**src/design/bplc_pkg.sv**
```systemverilog
/*
   Package for the burst power loop control block: register offsets, field
   positions, table sizes, timing figures and derived cycle counts.
   Assumes a 100 MHz system clock.
*/
package bplc_pkg;
   localparam int CLK_PERIOD_NS = 10;
   // Register offsets as printed
   localparam logic [7:0] REG_SAMPLE_RATE_SELECT = 8'h88;
   localparam logic [7:0] REG_MANUAL_BIAS_LO     = 8'hF8;
   localparam logic [7:0] REG_MANUAL_CURRENT_HIGH_ALARM     = 8'hF9;
   localparam logic [7:0] REG_LOOP_CONTROL       = 8'h80;
   localparam logic [7:0] REG_SOFT_DISABLE       = 8'h6E;
   localparam int BIAS_LOOP_EN_BIT   = 0;
   localparam int SOFT_DISABLE_BIT   = 6;
   localparam logic [3:0] RATE_CODE_MAX = 4'h9;
   // Table geometry
   localparam int TE_ENTRIES       = 36;
   localparam int TE_WINDOW_DEGC   = 4;
   localparam int MOD_ENTRIES      = 72;
   localparam int MOD_WINDOW_DEGC  = 2;
   localparam int TEMP_LOW_DEGC    = -40;
   // Sample timing in ns, code 0 through 9
   localparam int FIRST_NS [10] = '{350, 550, 750, 950, 1350, 1550, 1750, 2150, 2950, 3150};
   localparam int REP_NS   [10] = '{800, 1200, 1600, 2000, 2800, 3200, 3600, 4400, 6000, 6400};
   localparam int SHUTOFF_TIME_NS = 1000;
   localparam int SHUTOFF_CYC     = SHUTOFF_TIME_NS / CLK_PERIOD_NS;
   localparam int SLOTS           = 8;
   localparam logic [2:0] SLOT_POWER = 3'h6;
   localparam logic [2:0] SLOT_CURRENT = 3'h7;
endpackage

```
**src/design/bplc_top.sv**
```systemverilog
/*
   Burst power loop control: bias search and power loop, modulation lookup,
   comparator slot schedule, quick-trip alarms and transmit disable.
   Assumes an external register port, temperature/supply converter results
   and a comparator result returned for the reference presented.
*/
//
// Overview of operation
// - Compare feedback to 8-bit scaled reference
// - Set point from 36-entry 4 degree table
// - Modulation from 2 degree indexed table
// - Outputs off until supply ok, temperature done
// - Supply alarm enabled needs good supply conversion
// - Ramp bias by startup step until exceeded
// - Binary search, then single LSB integrator
// - Mask quick trips until search done
// - Ceiling during ramp starts binary search
// - Never step past ceiling; try smaller
// - Re-enable reuses known temperature
// - Loop disabled uses manual bias code
// - Disable turns off; release reruns search
// - Soft disable acts like the pin
// - Eight slots, six loop, two alarms
// - Power alarms follow last loop comparison
// - Burst gate edge starts timed sampling
// - Rate code picks delay and period
// - Codes above nine act as nine
// - No alarm updates while gate low
// - Alarms hold until sample shows clear
// - Compare bias to ceiling every update
// - At ceiling set flag; clamp loop bias only
`timescale 1ns/1ps
module bplc_top
#(
   parameter int BIAS_W = 16
)
(
   input  wire logic              clk_sys,
   input  wire logic              rst_b,
   input  wire logic              burst_gate_in,
   input  wire logic              txDisablePin,
   input  wire logic              supply_ok_level,
   input  wire logic              supplyLowAlarmEn,
   input  wire logic              supplyAboveLowAlarm,
   input  wire logic              supplyConvDone,
   input  wire logic              tempConvDone,
   input  wire logic signed [7:0] tempDegC,
   input  wire logic [7:0]        teTableData,
   input  wire logic [7:0]        modTableData,
   input  wire logic [BIAS_W-1:0] startup_increment,
   input  wire logic [BIAS_W-1:0] current_ceiling,
   input  wire logic [7:0]        power_high_threshold,
   input  wire logic [7:0]        power_low_threshold,
   input  wire logic [7:0]        current_high_threshold,
   input  wire logic              compAbove,
   input  wire logic              regWrite,
   input  wire logic [7:0]        regAddr,
   input  wire logic [7:0]        regWrData,
   output logic [7:0]             regRdData,
   output logic [5:0]             teTableIndex,
   output logic [6:0]             modTableIndex,
   output logic [1:0]             compSelect,
   output logic [7:0]             compReference,
   output logic [BIAS_W-1:0]      biasCode,
   output logic [7:0]             modCode,
   output logic                   outputsOn,
   output logic                   power_high_alarm,
   output logic                   power_low_alarm,
   output logic                   current_high_alarm,
   output logic                   ceilingFlag,
   output logic                   searchDone
);
   typedef enum {ST_OFF, ST_WAIT_GATE, ST_RAMP, ST_SEARCH, ST_LOOP} bplc_state_e;
   bplc_state_e state, next_state;

   logic [2:0]        gateSr;
   logic              gateSync;
   logic              sampleStrobe;
   logic [7:0]        rateSelect;
   logic [15:0]       manualBias;
   logic              biasLoopEn;
   logic              softDisable;
   logic              tempKnown;
   logic [7:0]        setPoint;
   logic [2:0]        slot;
   logic              lastAbove;
   logic [BIAS_W-1:0] stepSize;
   logic [BIAS_W-1:0] loopBias, next_loopBias, next_stepSize;
   logic [7:0]        offCnt;
   logic [7:0]        tempOffset;
   logic [2:0]        txSr;
   logic              txSync;
   logic              supplyChecked;

   // Pin synchroniser; only bits 1 and 2 are looked at
   always_ff @(posedge clk_sys)
   begin
      if (!rst_b) gateSr <= 3'h0;
      else        gateSr <= {gateSr[1:0], burst_gate_in};
   end
   always_ff @(posedge clk_sys)
   begin
      if (!rst_b)                      gateSync <= 1'b0;
      else if (gateSr[2] == gateSr[1]) gateSync <= gateSr[2];
   end

   // Disable pin is also asynchronous; a few cycles of lag stay well inside the off-time
   always_ff @(posedge clk_sys)
   begin
      if (!rst_b) txSr <= 3'h0;
      else        txSr <= {txSr[1:0], txDisablePin};
   end
   always_ff @(posedge clk_sys)
   begin
      if (!rst_b)                  txSync <= 1'b0;
      else if (txSr[2] == txSr[1]) txSync <= txSr[2];
   end

   bplc_sample_timer u_timer
   (
      .clk_sys        (clk_sys),
      .rst_b          (rst_b),
      .gateSync       (gateSync),
      .sampleRateCode (rateSelect[3:0]),
      .sampleStrobe   (sampleStrobe)
   );

   // Register port writes
   always_ff @(posedge clk_sys)
   begin
      if (!rst_b)
      begin
         rateSelect <= 8'h00; manualBias <= 16'h0000; biasLoopEn <= 1'b1; softDisable <= 1'b0;
      end
      else if (regWrite)
      begin
         case (regAddr)
            bplc_pkg::REG_SAMPLE_RATE_SELECT: rateSelect <= regWrData;
            bplc_pkg::REG_MANUAL_BIAS_LO:     manualBias[7:0] <= regWrData;
            bplc_pkg::REG_MANUAL_CURRENT_HIGH_ALARM:     manualBias[15:8] <= regWrData;
            bplc_pkg::REG_LOOP_CONTROL:       biasLoopEn <= regWrData[bplc_pkg::BIAS_LOOP_EN_BIT];
            bplc_pkg::REG_SOFT_DISABLE:       softDisable <= regWrData[bplc_pkg::SOFT_DISABLE_BIT];
            default: ;
         endcase
      end
   end

   // Register reads, state visible in the control byte
   always_comb
   begin
      case (regAddr)
         bplc_pkg::REG_SAMPLE_RATE_SELECT: regRdData = rateSelect;
         bplc_pkg::REG_MANUAL_BIAS_LO:     regRdData = manualBias[7:0];
         bplc_pkg::REG_MANUAL_CURRENT_HIGH_ALARM:     regRdData = manualBias[15:8];
         bplc_pkg::REG_LOOP_CONTROL:       regRdData = {5'h00, ceilingFlag, searchDone, biasLoopEn};
         bplc_pkg::REG_SOFT_DISABLE:       regRdData = {1'b0, softDisable, 6'h00};
         default:                          regRdData = 8'h00;
      endcase
   end

   // Table indices from temperature; saturate outside range
   assign tempOffset    = (tempDegC < -8'sd40) ? 8'h00 : 8'(tempDegC + 8'sd40);
   assign teTableIndex  = (tempOffset / 8'd4 > 8'd35) ? 6'd35 : 6'(tempOffset / 8'd4);
   assign modTableIndex = (tempOffset / 8'd2 > 8'd71) ? 7'd71 : 7'(tempOffset / 8'd2);

   // Disable from pin or software
   wire disableReq = txSync | softDisable;
   wire powerReady = supply_ok_level && tempKnown && (!supplyLowAlarmEn || supplyChecked);
   wire loopSlot   = (slot < bplc_pkg::SLOT_POWER);
   wire loopTick   = sampleStrobe && loopSlot;

   // Temperature known after first conversion; kept across disables
   always_ff @(posedge clk_sys)
   begin
      if (!rst_b)            tempKnown <= 1'b0;
      else if (tempConvDone) tempKnown <= 1'b1;
   end

   // Last supply conversion verdict; a good level with no conversion does not count
   always_ff @(posedge clk_sys)
   begin
      if (!rst_b)              supplyChecked <= 1'b0;
      else if (supplyConvDone) supplyChecked <= supplyAboveLowAlarm;
   end

   // Latch set point and modulation when the outputs come on
   always_ff @(posedge clk_sys)
   begin
      if (!rst_b)
      begin
         setPoint <= 8'h00; modCode <= 8'h00;
      end
      else if (state == ST_OFF && next_state != ST_OFF)
      begin
         setPoint <= teTableData;
         modCode  <= modTableData;
      end
      else if (state == ST_OFF)
         modCode <= 8'h00;
   end

   // Comparator slot sequencer
   always_ff @(posedge clk_sys)
   begin
      if (!rst_b)            slot <= 3'h0;
      else if (sampleStrobe) slot <= slot + 3'h1;
   end
   assign compSelect    = loopSlot ? 2'd0 : (slot == bplc_pkg::SLOT_POWER) ? 2'd1 : 2'd2;
   assign compReference = loopSlot ? setPoint :
                          (slot == bplc_pkg::SLOT_POWER) ? (lastAbove ? power_high_threshold : power_low_threshold)
                                                          : current_high_threshold;

   // Start-up search and loop
   always_comb
   begin
      next_state    = state;
      next_loopBias = loopBias;
      next_stepSize = stepSize;
      case (state)
         ST_OFF:       if (powerReady && !disableReq) next_state = ST_WAIT_GATE;
         ST_WAIT_GATE: if (gateSync)
                       begin
                          next_loopBias = (startup_increment > current_ceiling) ? current_ceiling : startup_increment;
                          next_state    = ST_RAMP;
                       end
         ST_RAMP:      if (loopTick)
                       begin
                          if (compAbove || loopBias == current_ceiling)
                          begin
                             next_state    = ST_SEARCH;
                             next_stepSize = startup_increment >> 1;
                             if (compAbove) next_loopBias = loopBias - (startup_increment >> 1);
                          end
                          else if (current_ceiling - loopBias < startup_increment)
                             next_loopBias = current_ceiling;
                          else
                             next_loopBias = loopBias + startup_increment;
                       end
         ST_SEARCH:    if (loopTick)
                       begin
                          next_stepSize = stepSize >> 1;
                          if (stepSize <= 1) next_state = ST_LOOP;
                          if (compAbove)
                             next_loopBias = loopBias - (stepSize >> 1);
                          else if (current_ceiling - loopBias >= (stepSize >> 1))
                             next_loopBias = loopBias + (stepSize >> 1);
                       end
         ST_LOOP:      if (loopTick)
                       begin
                          if (compAbove && loopBias != '0)
                             next_loopBias = loopBias - 1'b1;
                          else if (!compAbove && loopBias < current_ceiling)
                             next_loopBias = loopBias + 1'b1;
                       end
         default:      next_state = ST_OFF;
      endcase
      if (disableReq || !supply_ok_level)
      begin
         next_state    = ST_OFF;
         next_loopBias = '0;
      end
   end

   always_ff @(posedge clk_sys)
   begin
      if (!rst_b)
      begin
         state <= ST_OFF; loopBias <= '0; stepSize <= '0;
      end
      else
      begin
         state <= next_state; loopBias <= next_loopBias; stepSize <= next_stepSize;
      end
   end

   assign outputsOn  = (state != ST_OFF);
   assign searchDone = (state == ST_LOOP);
   // Manual bias bypasses the loop but still honours disable
   assign biasCode = !outputsOn ? '0 : biasLoopEn ? loopBias : BIAS_W'(manualBias);

   // Ceiling flag, checked on every update
   always_ff @(posedge clk_sys)
   begin
      if (!rst_b) ceilingFlag <= 1'b0;
      else        ceilingFlag <= (biasCode >= current_ceiling) && outputsOn;
   end

   // Quick trips: only with gate high and after search; cleared while outputs are off
   always_ff @(posedge clk_sys)
   begin
      if (!rst_b || !outputsOn)
      begin
         lastAbove <= 1'b0; power_high_alarm <= 1'b0; power_low_alarm <= 1'b0; current_high_alarm <= 1'b0;
      end
      else if (sampleStrobe && gateSync)
      begin
         if (loopSlot) lastAbove <= compAbove;
         else if (searchDone)
         begin
            if (slot == bplc_pkg::SLOT_POWER)
            begin
               power_high_alarm <= lastAbove && compAbove;
               power_low_alarm  <= !lastAbove && !compAbove;
            end
            else
               current_high_alarm <= compAbove;
         end
      end
   end

   // Off-time watch for assertion
   always_ff @(posedge clk_sys)
   begin
      if (!rst_b || !disableReq) offCnt <= 8'h00;
      else if (offCnt != 8'hFF)  offCnt <= offCnt + 8'h01;
   end
endmodule

```
**src/design/bplc_sample_timer.sv**
```systemverilog
/*
   Sample timer: turns the burst gate rising edge into a train of comparator
   sample strikes, first after the first-sample delay, then at the repeat
   period, while the gate stays high.
   Assumes burst gate already synchronised to clk_sys.
*/
`timescale 1ns/1ps
module bplc_sample_timer
(
   input  wire logic       clk_sys,
   input  wire logic       rst_b,
   input  wire logic       gateSync,
   input  wire logic [3:0] sampleRateCode,
   output logic            sampleStrobe
);
   logic [9:0] cnt;
   logic       gatePrev;
   logic       running;
   logic [3:0] code;
   logic [9:0] firstCyc;
   logic [9:0] repCyc;
   wire        gateRise = gateSync & ~gatePrev;

   // Codes above nine take the slowest timing
   assign code = (sampleRateCode > bplc_pkg::RATE_CODE_MAX) ? bplc_pkg::RATE_CODE_MAX : sampleRateCode;

   function automatic logic [9:0] toCyc(input int ns);
      toCyc = 10'((ns + bplc_pkg::CLK_PERIOD_NS - 1) / bplc_pkg::CLK_PERIOD_NS);
   endfunction

   // Table lookup of both delays
   always_comb
   begin
      firstCyc = toCyc(bplc_pkg::FIRST_NS[9]);
      repCyc   = toCyc(bplc_pkg::REP_NS[9]);
      for (int i = 0; i < 10; i++)
      begin
         if (code == 4'(i))
         begin
            firstCyc = toCyc(bplc_pkg::FIRST_NS[i]);
            repCyc   = toCyc(bplc_pkg::REP_NS[i]);
         end
      end
   end

   // Count down to each strike; a new rising edge restarts the train
   always_ff @(posedge clk_sys)
   begin
      if (!rst_b)
      begin
         cnt <= 10'h000; gatePrev <= 1'b0; running <= 1'b0; sampleStrobe <= 1'b0;
      end
      else
      begin
         gatePrev     <= gateSync;
         sampleStrobe <= 1'b0;
         if (!gateSync)
            running <= 1'b0;
         else if (gateRise)
         begin
            running <= 1'b1;
            cnt     <= firstCyc - 10'h001;
         end
         else if (running)
         begin
            if (cnt == 10'h000)
            begin
               sampleStrobe <= 1'b1;
               cnt          <= repCyc - 10'h001;
            end
            else
               cnt <= cnt - 10'h001;
         end
      end
   end

   // Cycles since the last gate rise, parked at the top so it never wraps
   logic [5:0] sinceRise;
   always_ff @(posedge clk_sys)
   begin
      if (!rst_b)                  sinceRise <= 6'h3F;
      else if (gateRise)           sinceRise <= 6'h00;
      else if (sinceRise != 6'h3F) sinceRise <= sinceRise + 6'h01;
   end
endmodule

```
**config.mk**
```make
export PLATFORM = sky130hd
export DESIGN_NAME = bplc_top
export DESIGN_NICKNAME = d
export VERILOG_FILES = /design/src/design/bplc_pkg.sv /design/src/design/bplc_top.sv /design/src/design/bplc_sample_timer.sv
export SDC_FILE = /design/constraint.sdc
export NUM_CORES = 1
export LEC_CHECK = 0
export BUFFER_PORTS_ARGS = -buffer_cell sky130_fd_sc_hd__clkbuf_2
export CAP_MARGIN = 20
export CELL_PAD_IN_SITES_DETAIL_PLACEMENT = 1
export CELL_PAD_IN_SITES_GLOBAL_PLACEMENT = 1
export CORE_MARGIN = 1.5
export CORE_UTILIZATION = 47
export CTS_CLUSTER_SIZE = 14
export DETAILED_ROUTE_END_ITERATION = 7
export HOLD_SLACK_MARGIN = 0.12
export PLACE_DENSITY_LB_ADDON = 0.1
export SKIP_LAST_GASP = 1
export SYNTH_ARGS = -nofsm -noshare
export SYNTH_HDL_FRONTEND = slang
export SYNTH_HIERARCHICAL = 1
export SYNTH_SLANG_ARGS = --single-unit
```
**constraint.sdc**
```tcl
create_clock -name clk_sys -period 8.4 [get_ports clk_sys]
set_clock_uncertainty 0.2 [all_clocks]
set_input_delay 0.84 -clock clk_sys [delete_from_list [all_inputs] [get_ports clk_sys]]
set_output_delay 0.84 -clock clk_sys [all_outputs]
set_load 0.02 [all_outputs]
```
# After elaboration in Yosys (flattened, before gate mapping)
# Cells that the tools add are included.
# W data, S select, Z words.
dict set report op_classes {
  addsub 12
  n_lt_le_gt_ge 11
  eq_ne 31
  mux 63
  bitwise 8
  n_reduce_logical 47
}
# operator count
set ops {}
lappend ops {{$mux W16} 17}
lappend ops {{$mux W32} 7}
lappend ops {{$pmux W32 S5} 1}
lappend ops {{$mux W10} 13}
lappend ops {{$mux W9} 10}
lappend ops {{$eq A32 B2 Y1 const B} 2}
lappend ops {{$logic_not A32 Y1} 2}
lappend ops {{$pmux W16 S4} 1}
lappend ops {{$reduce_bool A32 Y1} 2}
lappend ops {{$mux W8} 6}
lappend ops {{$pmux W8 S5} 1}
lappend ops {{$eq A32 B1 Y1 const B} 1}
lappend ops {{$eq A32 B3 Y1 const B} 1}
lappend ops {{$eq A32 B4 Y1 const B} 1}
lappend ops {{$eq A8 B8 Y1 const B} 4}
lappend ops {{$lt A16 B16 Y1} 2}
lappend ops {{$pmux W16 S2} 1}
lappend ops {{$sub A16 B15 Y16} 2}
lappend ops {{$sub A10 B1 Y10 const B} 2}
lappend ops {{$add A16 B1 Y16 const B} 1}
lappend ops {{$add A16 B15 Y16} 1}
lappend ops {{$add A16 B16 Y16} 1}
lappend ops {{$eq A16 B16 Y1} 1}
lappend ops {{$eq A4 B3 Y1 const B} 4}
lappend ops {{43 further kinds} 88}
dict set report totals {
  register_bits 137
  input_bits 107
  out_inout_bits 61
  word_cells 198
}

# Depth between registers and ports, before layout
# Gate-level depths: netlist (run 1).
dict set report logic_depth {
  ltp_word 17
  depth_mapped 22
  depth_no_buf 20
}

# By module
# The synthesis (run 1) kept the hierarchy.
# module instances cells_each area_each_um2 seq_area_each_um2
set by_module_without_submodules {}
lappend by_module_without_submodules {bplc_top 1 1385 10860.4 2442.3}
lappend by_module_without_submodules {bplc_sample_timer 1 140 1029.7 260.2}

# Worst setup path after synthesis (run 1)
# Ideal clock, no wire load.
dict set report synth_path {
  path_type {input to register}
  from {in current_ceiling[0]}
  to {reg loopBias[5]}
  setup_ns 0.115
  arrival_ns 4.800
  required_ns 8.085
  path_slack_ns 3.285
  cell_stages 21
  n_path_buf 1
  cell_sequence {inv_1 > ha_1 > inv_1 > fa_1 > a21oi_1 > nor2_1 > o31ai_2 > a31oi_2 > a221o_2 > xnor2_4 > ha_1 > nand4_1 > nor4_1 > a311oi_2 > and2_0 > buf_2 > o211ai_1 > o21ai_0 > a222oi_1 > nand3_1 > and3_1}
}
dict set report synth_via {
  elab_chain_len 6
  word_cells_on_any_way 18
  classes_between {add/sub (1); order compare (4); eq/ne (4); mux (6); reduce/logical (3)}
}
# element line
set synth_lines {}
lappend synth_lines {{start, declared} bplc_top.sv:51} ;# input wire logic [BIAS_W-1:0] current_ceiling,
lappend synth_lines {{$sub A16 B16 Y16} {bplc_top.sv:234, bplc_top.sv:245}}
lappend synth_lines {{$lt A16 B16 Y1} bplc_top.sv:234} ;# else if (current_ceiling - loopBias < startup_increment)
lappend synth_lines {{$mux W16} bplc_top.sv:234}
lappend synth_lines {{$mux W16} bplc_top.sv:228} ;# if (compAbove || loopBias == current_ceiling)
lappend synth_lines {{$mux W16} bplc_top.sv:226} ;# ST_RAMP: if (loopTick)
lappend synth_lines {{$pmux W16 S4} bplc_top.sv:219} ;# case (state)
lappend synth_lines {{end signal, assigned} bplc_top.sv:272} ;# state <= next_state; loopBias <= next_loopBias; stepSize <= next_stepSize;
lappend synth_lines {{end, declared} bplc_top.sv:88} ;# logic [BIAS_W-1:0] loopBias, next_loopBias, next_stepSize;
# Several ways; a longest one is shown, not always the timed one. The select of a mux whose other input is x is not followed.
# A chain may end at the register's enable or synchronous reset.

# Worst setup path after layout (run 1)
dict set report layout_path {
  from {reg loopBias[1]}
  to {reg loopBias[1]}
}
dict set report layout_via {
  elab_chain_len 6
  word_cells_on_any_way 30
  classes_between {add/sub (7); order compare (3); eq/ne (4); mux (11); reduce/logical (5)}
}
# element line
set layout_lines {}
lappend layout_lines {{$sub A16 B16 Y16} {bplc_top.sv:234, bplc_top.sv:245}}
lappend layout_lines {{$lt A16 B16 Y1} bplc_top.sv:234}
lappend layout_lines {{$mux W16} bplc_top.sv:234}
lappend layout_lines {{$mux W16} bplc_top.sv:228}
lappend layout_lines {{$mux W16} bplc_top.sv:226}
lappend layout_lines {{$pmux W16 S4} bplc_top.sv:219}
# Several ways; a longest one is shown, not always the timed one. The select of a mux whose other input is x is not followed.

==> results of run 1 <==
-- cell type report --
class,count,area share
Multi-Input combinational cell,1268,0.637
Sequential cell,135,0.197
Timing Repair Buffer,177,0.0665
Clock buffer,17,0.0311
Tap cell,330,0.0302
Inverter,89,0.0244
Clock inverter,14,0.0137
-- stage by stage --
| step | util | setup slack (ns) | cells |
|---|---|---|---|
| after floorplan | - | 3.28 | 1553 |
| after global placement | 0.522 | 1.89 | 1998 |
| after detailed placement | 0.522 | 1.73 | 1999 |
| after CTS | 0.547 | 2.06 | 2030 |
| after global routing | 0.547 | 1.70 | 2030 |
| final | 0.547 | 1.99 | 2030 |
-- cell families (layout without fill, tap and decap cells) --
family                   Yosys count  in the layout  share of synthesized area
AO/OA/AOI/OAI                    433            433                      0.251
XOR/XNOR                          63             63                     0.0480
adder cells (fa/ha/maj)          131            131                      0.140
buffers and inverters            150            297                     0.0494
flip-flops                       135            135                      0.227
multiplexers                      75             75                     0.0633
other                              1             29                   0.000315
AND/OR/NAND/NOR                  537            537                      0.221
-- worst max-delay path, stage by stage (launching register included) --
cell and delay, ns:
dfxtp_1 0.71, inv_1 0.24, fa_1 0.48, a21oi_1 0.23, nor2_1 0.11, o31ai_2 0.30, a31oi_2 0.21, a221o_2 0.48
xnor2_4 0.22, ha_1 0.29, a21oi_1 0.14, a21boi_0 0.17, a311oi_2 0.70, and2_0 0.78, mux2i_1 0.27, o21ai_0 0.12
a222oi_1 0.33, nand3_1 0.11, and3_1 0.20
-- where the power goes --
group | switching [mW] | leakage (nW) | internal (mW)
combinational | 0.195 | 4.86 | 0.121
clock | 0.330 | 0.292 | 0.475
sequential | 0.00395 | 1.10 | 0.650
total | 0.529 | 6.25 | 1.25
-- flip-flops by register name (all words and copies together), names as in the netlist, 3 cells and up --
register     cells
slot             3
gateSr           3
loopBias        16
setPoint         8
state           32
stepSize        14
manualBias      16
rateSelect       8
u_timer/cnt     10
modCode          8
txSr             3
-- cells in the mapped netlist, types with 5 or more instances --
library cell / number / area share
nand2_1: 169 / 0.053
dfxtp_1: 135 / 0.23
ha_1: 127 / 0.13
nor2_1: 110 / 0.035
inv_1: 88 / 0.028
a21oi_1: 87 / 0.037
o21ai_0: 86 / 0.036
mux2i_1: 73 / 0.061
nand3_1: 58 / 0.024
clkbuf_1: 46 / 0.015
xnor2_1: 39 / 0.029
nor2b_1: 35 / 0.018
nor3_1: 34 / 0.014
a21boi_0: 29 / 0.018
o211ai_1: 28 / 0.018
a21o_1: 26 / 0.016
xor2_1: 23 / 0.017
nand4_1: 21 / 0.011
and3_1: 19 / 0.010
nor4_1: 19 / 0.010
and2_1: 18 / 0.0095
a211oi_1: 16 / 0.010
o21a_1: 16 / 0.010
a31oi_1: 15 / 0.0079
nand2b_1: 15 / 0.0079
o211a_1: 14 / 0.012
o21ai_1: 12 / 0.0051
o21bai_1: 10 / 0.0063
o31ai_1: 9 / 0.0057
o22ai_1: 8 / 0.0042
or3_1: 8 / 0.0042
buf_2: 7 / 0.0029
o221ai_1: 6 / 0.0044
a221o_1: 5 / 0.0042
a41oi_1: 5 / 0.0037
buf_1: 5 / 0.0016
-- metal layers --
layer,track usage,routed length [µm],vias to the layer above
met5,0,0,-
met2,0.529,19400,394
met3,0.0585,2540,93
met1,0.423,19100,5959
met4,0.147,1760,0
li1,-,-,5890
-- worst paths after layout --
kind               startpoint          end  slack, ns  cells past startpoint
setup / recovery  loopBias[1]  loopBias[1]       1.99                     18
hold / removal      gateSr[0]    gateSr[1]       0.24                      1
setup reg to reg  loopBias[1]  loopBias[1]       1.99                     18
hold reg to reg     gateSr[0]    gateSr[1]       0.24                      1
==> run_results.csv, run 1 <==
group,metric,value,unit
synth,syn_area,11900,µm²
global_route,antenna_found_initial,0,
cts,root_buffer,"clkbuf_16",
route,route.detailed.drc,0,
cts,cts_num_sinks,135,
finish,drive_gt1_frac,0.139,
synth,ys_warn_count,6,
min_path,hold_class,"reg2reg",
finish,multi_input_area,8720,µm²
cts,htreeDepth,4,
cts,cts_tree,"yes",
finish,final_cell_mix,"nand2_1, clkbuf_2, dfxtp_1",
floorplanning,core_area,25000,µm²
place,dpl-instance-area,13100,µm²
finish,nNetsFinal,1926,
floorplanning,die_area,26300,µm²
setup_path,endpoint_kind,"flop",
cts,postCtsSetupBuffers,0,
route,wl_per_cell,21.1,µm
outcome,outcome,"finished, final reports clean",
synth,ys_types,90,
synth,synth_cells,1525,
global_route,grt_max_degree,90,
timing,rsz0062_at_grt,"false",
global_route,grt.total_usage,0.326,
setup_path,path_class,"reg2reg",
finish,regArea,2700,µm²
flow_run,drv_cap,0,
place,hpwl,33100,µm
synth,yosysSeqAreaShare,0.227,
finish,antenna_cells,0,
timing,tns,0,ns
setup_path,cp_max_fo,14,
timing,finalWorstPathRequiredPeriod,6.41,ns
synth,synth_edf_count,0,
setup_path,worst_ep_arrival_time,6.54,ns
timing,timing.final.max_slew_violations,0,
synth,ys_ff_latch,135,
setup_path,critPathLaunchType,"flop",
timing,setup_viol,0,
power_and_ir_drop,p_leak,6.25,nW
power_and_ir_drop,p_per_area,130,nW/µm²
cts,cts.hold.buffers_added,0,
route,viasPerCell,6.08,
setup_path,cp_data_required_time,8.53,ns
cts,clkLatencyLatePin,0.44,ns
cts,clk_pin_slew,0.06,ns
synth,synth_ff_type,"dfxtp_1",
cts,numCtsBuffers,17,
route,ant_nets,0,
finish,final_cell_area,13700,µm²
timing,worst_slew_pin_slew,1.17,ns
power_and_ir_drop,power,1.77,mW
global_route,first_global_vias,12400,
cts,cts.repair.resized,0,
route,initialDrtViolationCount,761,
floorplanning,die_width,162,µm
timing,max_freq,156,MHz
place,portBuffers,166,
route,vias,12300,
cts,clk_path_buf_depth,2,
timing,finalCritPeriodShare,0.763,
global_route,grt_remaining_overflow,0,
synth,syn_avg_cell_area,7.80,µm²
floorplanning,ios,168,
power_and_ir_drop,vdd_drop_max,159,µV
global_route,grt_pass1_wl,67100,µm
floorplanning,dieHeight,162,µm
finish,fillers,3188,
synth,synthArstFlopShare,0,
floorplanning,fp-row-count,58,
finish,syn_to_final_growth,15.2,%
route,wl,42800,µm
timing,timing.hold.ws,0.240,ns
timing,slew_headroom,0.217,
place,gp_congestion,0.953,
timing,final_hold_viol_count,0,
floorplanning,start_util,0.475,
route,drt_first_pass_iters,5,
finish,final_common_cell,"nand2_1",
Power figures use the tool's default switching activity.
==> run 2, diff against run 1 <==
- ABC_AREA: not set -> 1
- CORE_UTILIZATION: 47 -> 41
- clock period: 8.4 -> 6.1 ns (I/O delays scaled with it)
==> run 2 against run 1 <==
Compared with the run above: synthesized area grew 1.1%; count of clock-buffer cells in the layout stayed put; synthesized cell count is 24% higher; die area is 16% higher; critical path depth rose by 5; clock power up 32%; fmax is 29% higher.
==> run_results.csv, run 2 <==
group,metric,value,unit
outcome,outcome,"finished, final reports clean",
timing,worst_slew_pin_slew,0.912,ns
place,gp_congestion,0.973,
setup_path,path_class,"reg2reg",
power_and_ir_drop,p_per_area,172,nW/µm²
cts,numCtsBuffers,17,
global_route,grt_pass1_wl,75200,µm
setup_path,cp_slowest_cell,"dfxtp_1",
synth,synth_top_area_share,0.225,
route,vias,13500,
route,drt_first_pass_iters,6,
cts,postCtsSetupBuffers,0,
power_and_ir_drop,switching_share,0.338,
timing,setup_viol,0,
finish,largest_register_ffs,32,
global_route,grt_remaining_overflow,0,
cts,cts.hold.buffers_added,0,
timing,tns,0,ns
setup_path,critPathLaunchType,"flop",
timing,final_hold_viol_count,0,
timing,rsz0062_at_grt,"false",
cts,cts_tree,"yes",
place,dpl-instance-area,13300,µm²
synth,syn_avg_cell_area,6.35,µm²
cts,cts.repair.resized,0,
synth,synthTopCellsByCount,"nand2_1, inv_1, nor2_1, a21oi_1, dfxtp_1",
global_route,use_met2,0.543,
global_route,antenna_found_initial,2,
cts,cts_num_sinks,135,
cts,root_buffer,"clkbuf_16",
synth,synth_ff_type,"dfxtp_1",
cts,clk_pin_slew,0.08,ns
finish,regMostFlops,"state",
flow_run,drv_cap,0,
finish,fillers,3983,
global_route,grt.busiest_layer,"met2",
route,ant_nets,0,
floorplanning,ios,168,
synth,ys_ff_latch,135,
synth,syn_area,12000,µm²
route,initialDrtViolationCount,749,
power_and_ir_drop,p_clk_frac,0.441,
timing,finalWorstPathRequiredPeriod,4.98,ns
cts,clk_path_buf_depth,2,
finish,antenna_cells,0,
synth,ys_warn_count,6,
synth,synth_cells,1893,
finish,multi_input_area,8250,µm²
setup_path,cpPeakStageDelay,0.71,ns
place,portBuffers,166,
power_and_ir_drop,p_sw,0.807,mW
synth,synth_edf_count,0,
finish,syn_to_final_growth,15.6,%
timing,finalCritPeriodShare,0.816,
cts,htreeDepth,4,
finish,nNetsFinal,2309,
place,hpwl,38900,µm
route,viasPerCell,5.48,
finish,regArea,2700,µm²
floorplanning,die_area,30400,µm²
setup_path,worst_ep_arrival_time,5.13,ns
finish,final_cell_mix,"nand2_1, inv_1, nor2_1",
global_route,grt.total_usage,0.319,
synth,ys_types,58,
timing,max_freq,201,MHz
global_route,grt_max_degree,58,
synth,synthArstFlopShare,0,
route,wl_per_cell,19.5,µm
setup_path,endpoint_kind,"flop",
global_route,grtUsageMet3,0.0398,
finish,final_cell_area,13900,µm²
timing,slew_headroom,0.391,
floorplanning,core_area,28800,µm²
power_and_ir_drop,p_int,1.58,mW
finish,final_core_util,0.483,
global_route,groute.layer.met1.usage,0.422,
synth,yosysSeqAreaShare,0.225,
power_and_ir_drop,power.share.combinational,0.183,
route,wl,48100,µm
finish,reg_top3,"state: 32 flops, loopBias: 16 flops, manualBias: 16 flops",
synth,synth.area.top_cells,"dfxtp_1, ha_1, nand2_1",
finish,final_common_cell,"nand2_1",
power_and_ir_drop,seqPwrFrac,0.376,
power_and_ir_drop,p_leak,6.94,nW
synth,yosysMostFrequentCell,"nand2_1",
global_route,first_global_vias,13900,
timing,timing.final.max_slew_violations,0,
floorplanning,fp-row-count,62,
setup_path,crit_path_cell_trace,"inv_1, ha_1, nand3_1, nand2_1, nand2_1, a21oi_2, nand3_1, nand2_2, a21oi_1, o21ai_0, xor2_1, ha_1, a21oi_1, o21ai_0, a21oi_1, nand2_1, buf_4, o211ai_1, a21oi_1, nor2_1, nand3_1, nand2_1, nor2_1",
route,route.detailed.drc,0,
floorplanning,start_util,0.418,
floorplanning,die_width,174,µm
floorplanning,dieHeight,174,µm
power_and_ir_drop,vdd_drop_max,201,µV
cts,clkLatencyLatePin,0.45,ns
setup_path,cp_max_fo,16,
synth,yosys.area.top_type,"dfxtp_1",
finish,drive_gt1_frac,0.133,
setup_path,cp_data_required_time,6.25,ns
min_path,hold_class,"in2reg",
[run 2: final cells by class]
cell class,instances,area share
multi-input combinational,1481,0.593
sequential,135,0.194
inverter,260,0.0702
timing repair buffer,176,0.0652
tap,384,0.0346
clock buffer,17,0.0306
clock inverter,15,0.0115
[run 2: path summary, 6_finish.rpt]
check	to	start	slack (ns)	cells after the start
max	loopBias[11]	loopBias[1]	1.12	23
min	txSr[0]	txDisablePin	0.15	3
max reg2reg	loopBias[11]	loopBias[1]	1.12	23
min reg2reg	txSr[1]	txSr[0]	0.22	2
[run 2: cell families after synthesis]
logic type / synth area share
buffers and inverters: 0.0982
flip-flops: 0.225
adder cells (fa/ha/maj): 0.139
XOR/XNOR: 0.0306
AO/OA/AOI/OAI: 0.198
other: 0.000312
AND/OR/NAND/NOR: 0.309
multiplexers: 0.000832
[run 2: per-layer routing]
layer	vias to the layer above	part of all wire	routed length (µm)
met1	6507	0.46	22200
met2	321	0.47	22600
met3	68	0.047	2290
met4	2	0.021	1020
li1	6633	-	-
met5	-	0.00035	17
[run 2: per-stage QoR]
step / cells / power, mW / setup slack [ns] / hold WS (ns)
floorplan: 1921 / 1.18 / 2.37 / 0.190
global placement: 2436 / 1.33 / 1.33 / 0.196
detailed placement: 2436 / 1.35 / 1.22 / 0.210
CTS: 2468 / 2.40 / 1.22 / 0.138
global route: 2468 / 2.50 / 0.795 / 0.138
finish: 2468 / 2.39 / 1.12 / 0.152
[run 2: worst max-delay path: cells and delay by family, from the launching register on]
family                   cells  cell delay, ns
buffers and inverters        2            0.56
adder cells (fa/ha/maj)      2            0.66
XOR/XNOR                     1            0.25
AND/OR/NAND/NOR             10            1.27
flip-flops                   1            0.71
AO/OA/AOI/OAI                8            1.19
[run 2: power by group through the flow]
stage                     combinational (mW)  clock (mW)  sequential, mW
final                                  0.438        1.06           0.898
after global routing                   0.487        1.11           0.899
after CTS                              0.433        1.07           0.899
after detailed placement               0.428           0           0.919
after global placement                 0.411           0           0.918
after floorplan                        0.263           0           0.917
==> run 3, diff against run 2 <==
- CORE_UTILIZATION: 41 -> 37
- clock period: 6.1 -> 4.05 ns (I/O delays scaled with it)
==> run 3 against run 2 <==
Compared with the run above: sequential share of layout area is 1.2 points lower; routed wire length rose by 2.4%; critical endpoint is now loopBias[3]; global-route usage shrank 2.5 points; design area is 6.9% higher; critical path depth rose by 4; largest cell class unchanged; first-iteration DRC count grew 22%; clock power increased by 50%; die area is 11% higher; fmax up 28%.
==> run_results.csv, run 3 (synthesis results as in run 2) <==
group,metric,value,unit
global_route,grt_max_degree,57,
finish,nNetsFinal,2392,
global_route,grt_pass1_wl,76300,µm
route,wl_per_cell,18.9,µm
place,gp_congestion,0.936,
setup_path,endpoint_kind,"flop",
timing,timing.final.max_slew_violations,0,
floorplanning,fp-row-count,65,
cts,htreeDepth,4,
min_path,hold_class,"in2reg",
timing,max_freq,256,MHz
finish,syn_to_final_growth,23.5,%
timing,tns,0,ns
finish,final_cell_area,14900,µm²
finish,fillers,4292,
power_and_ir_drop,p_clk_frac,0.431,
setup_path,cpPeakStageDelay,0.41,ns
cts,cts_num_sinks,135,
floorplanning,ios,168,
place,dp.cells,2533,
route,initialDrtViolationCount,915,
floorplanning,start_util,0.378,
outcome,outcome,"finished, final reports clean",
cts,cts_tree,"yes",
timing,finalCritPeriodShare,0.963,
route,vias,13800,
power_and_ir_drop,p_sw,1.22,mW
setup_path,cp_slowest_cell,"fa_1",
setup_path,cp_max_fo,12,
flow_run,drv_cap,0,
setup_path,path_class,"reg2reg",
cts,root_buffer,"clkbuf_16",
timing,slew_headroom,0.306,
setup_path,critPathLaunchType,"flop",
route,drt_first_pass_iters,5,
route,wl,49300,µm
finish,regArea,2700,µm²
cts,clkLatencyLatePin,0.45,ns
floorplanning,core_area,31800,µm²
power_and_ir_drop,seqPwrFrac,0.366,
cts,numCtsBuffers,17,
floorplanning,dieHeight,183,µm
timing,rsz0062_at_grt,"true",
finish,drive_gt1_frac,0.162,
cts,clk_path_buf_depth,2,
route,viasPerCell,5.32,
place,portBuffers,166,
power_and_ir_drop,power.share.combinational,0.202,
finish,reg_top3,"state: 32 flops, loopBias: 16 flops, manualBias: 16 flops",
setup_path,cp_data_required_time,4.19,ns
timing,finalWorstPathRequiredPeriod,3.90,ns
cts,clk_pin_slew,0.07,ns
place,dpl-instance-area,13800,µm²
global_route,grt.total_usage,0.294,
finish,final_cells,2602,
finish,multi_input_area,8360,µm²
route,route.detailed.drc,0,
finish,final_cell_mix,"nand2_1, inv_1, nor2_1",
finish,antenna_cells,0,
power_and_ir_drop,p_leak,7.36,nW
power_and_ir_drop,power,3.69,mW
setup_path,cp_common_cell,"nand2_1",
finish,regMostFlops,"state",
global_route,antenna_found_initial,0,
finish,final_common_cell,"nand2_1",
timing,setup_viol,0,
setup_path,worst_ep_arrival_time,4.04,ns
floorplanning,die_width,183,µm
timing,final_hold_viol_count,0,
global_route,first_global_vias,14000,
power_and_ir_drop,p_int,2.48,mW
route,ant_nets,0,
timing,worst_slew_pin_slew,1.04,ns
finish,largest_register_ffs,32,
global_route,grt_remaining_overflow,0,
power_and_ir_drop,vdd_drop_max,319,µV
power_and_ir_drop,p_per_area,249,nW/µm²
power_and_ir_drop,switching_share,0.329,
floorplanning,die_area,33600,µm²
place,hpwl,39500,µm
-- run 3: cell types whose count changed in the layout (fill, tap and decap cells not counted), sizes merged --
cell	delta
clkinv	-3
clkinvlp	+1
dlygate4sd3	+32
buf	+51
clkbuf	+1
inv	+1
-- run 3: power by group through the flow --
stage / registers, mW / clock network (mW) / logic [mW]
global route: 1.35 / 1.67 / 0.829
CTS: 1.35 / 1.62 / 0.719
global placement: 1.38 / 0 / 0.667
floorplan: 1.38 / 0 / 0.396
finish: 1.35 / 1.59 / 0.747
detailed placement: 1.38 / 0 / 0.690
-- run 3: per-stage QoR --
stage          utilization  setup slack [ns]  hold slack, ns
2_1_floorplan            -             0.337           0.190
5_1_grt              0.467           -0.0776           0.177
6_report             0.467             0.150           0.146
4_1_cts              0.462            0.0969           0.123
3_5_place_dp         0.433           -0.0275           0.210
3_3_place_gp         0.433            0.0340           0.201
-- run 3: critical path: cells and delay by family (launching register included) --
family                   cells  cell delay [ns]
flip-flops                   1             0.38
AND/OR/NAND/NOR             18             1.61
adder cells (fa/ha/maj)      3             0.87
buffers and inverters        5             0.50
AO/OA/AOI/OAI                1             0.22
-- run 3: cell type report --
cell class	instances	area share
Multi-Input combinational cell	1481	0.563
Sequential cell	135	0.182
Timing Repair Buffer	259	0.113
Inverter	260	0.0660
Tap cell	435	0.0367
Clock buffer	18	0.0296
Clock inverter	14	0.0104
-- run 3: layer usage --
metal  share of wire  track usage  vias up
met2            0.47        0.501      342
met5               0            0        -
met1            0.46        0.392     6683
met3           0.045       0.0383       49
met4           0.018       0.0715        0
li1                -            -     6774
-- run 3: path summary, 6_finish.rpt --
path / cells after the start / from / slack (ns) / to
worst min-delay path: 4 / regAddr[7] / 0.15 / softDisable
worst min register to register: 2 / txSr[0] / 0.24 / txSr[1]
worst max-delay path: 27 / loopBias[0] / 0.15 / loopBias[3]
worst max register to register: 27 / loopBias[0] / 0.15 / loopBias[3]
-- run 3: repair_timing --
| action | 4_1_cts | 5_1_grt |
|---|---|---|
| buffers inserted | 0 | 5 |
| gates resized for setup | 0 | 29 |
| hold buffers | 32 | 0 |
| setup endpoints to repair | 0 | 16 |
| hold endpoints to repair | 44 | 0 |
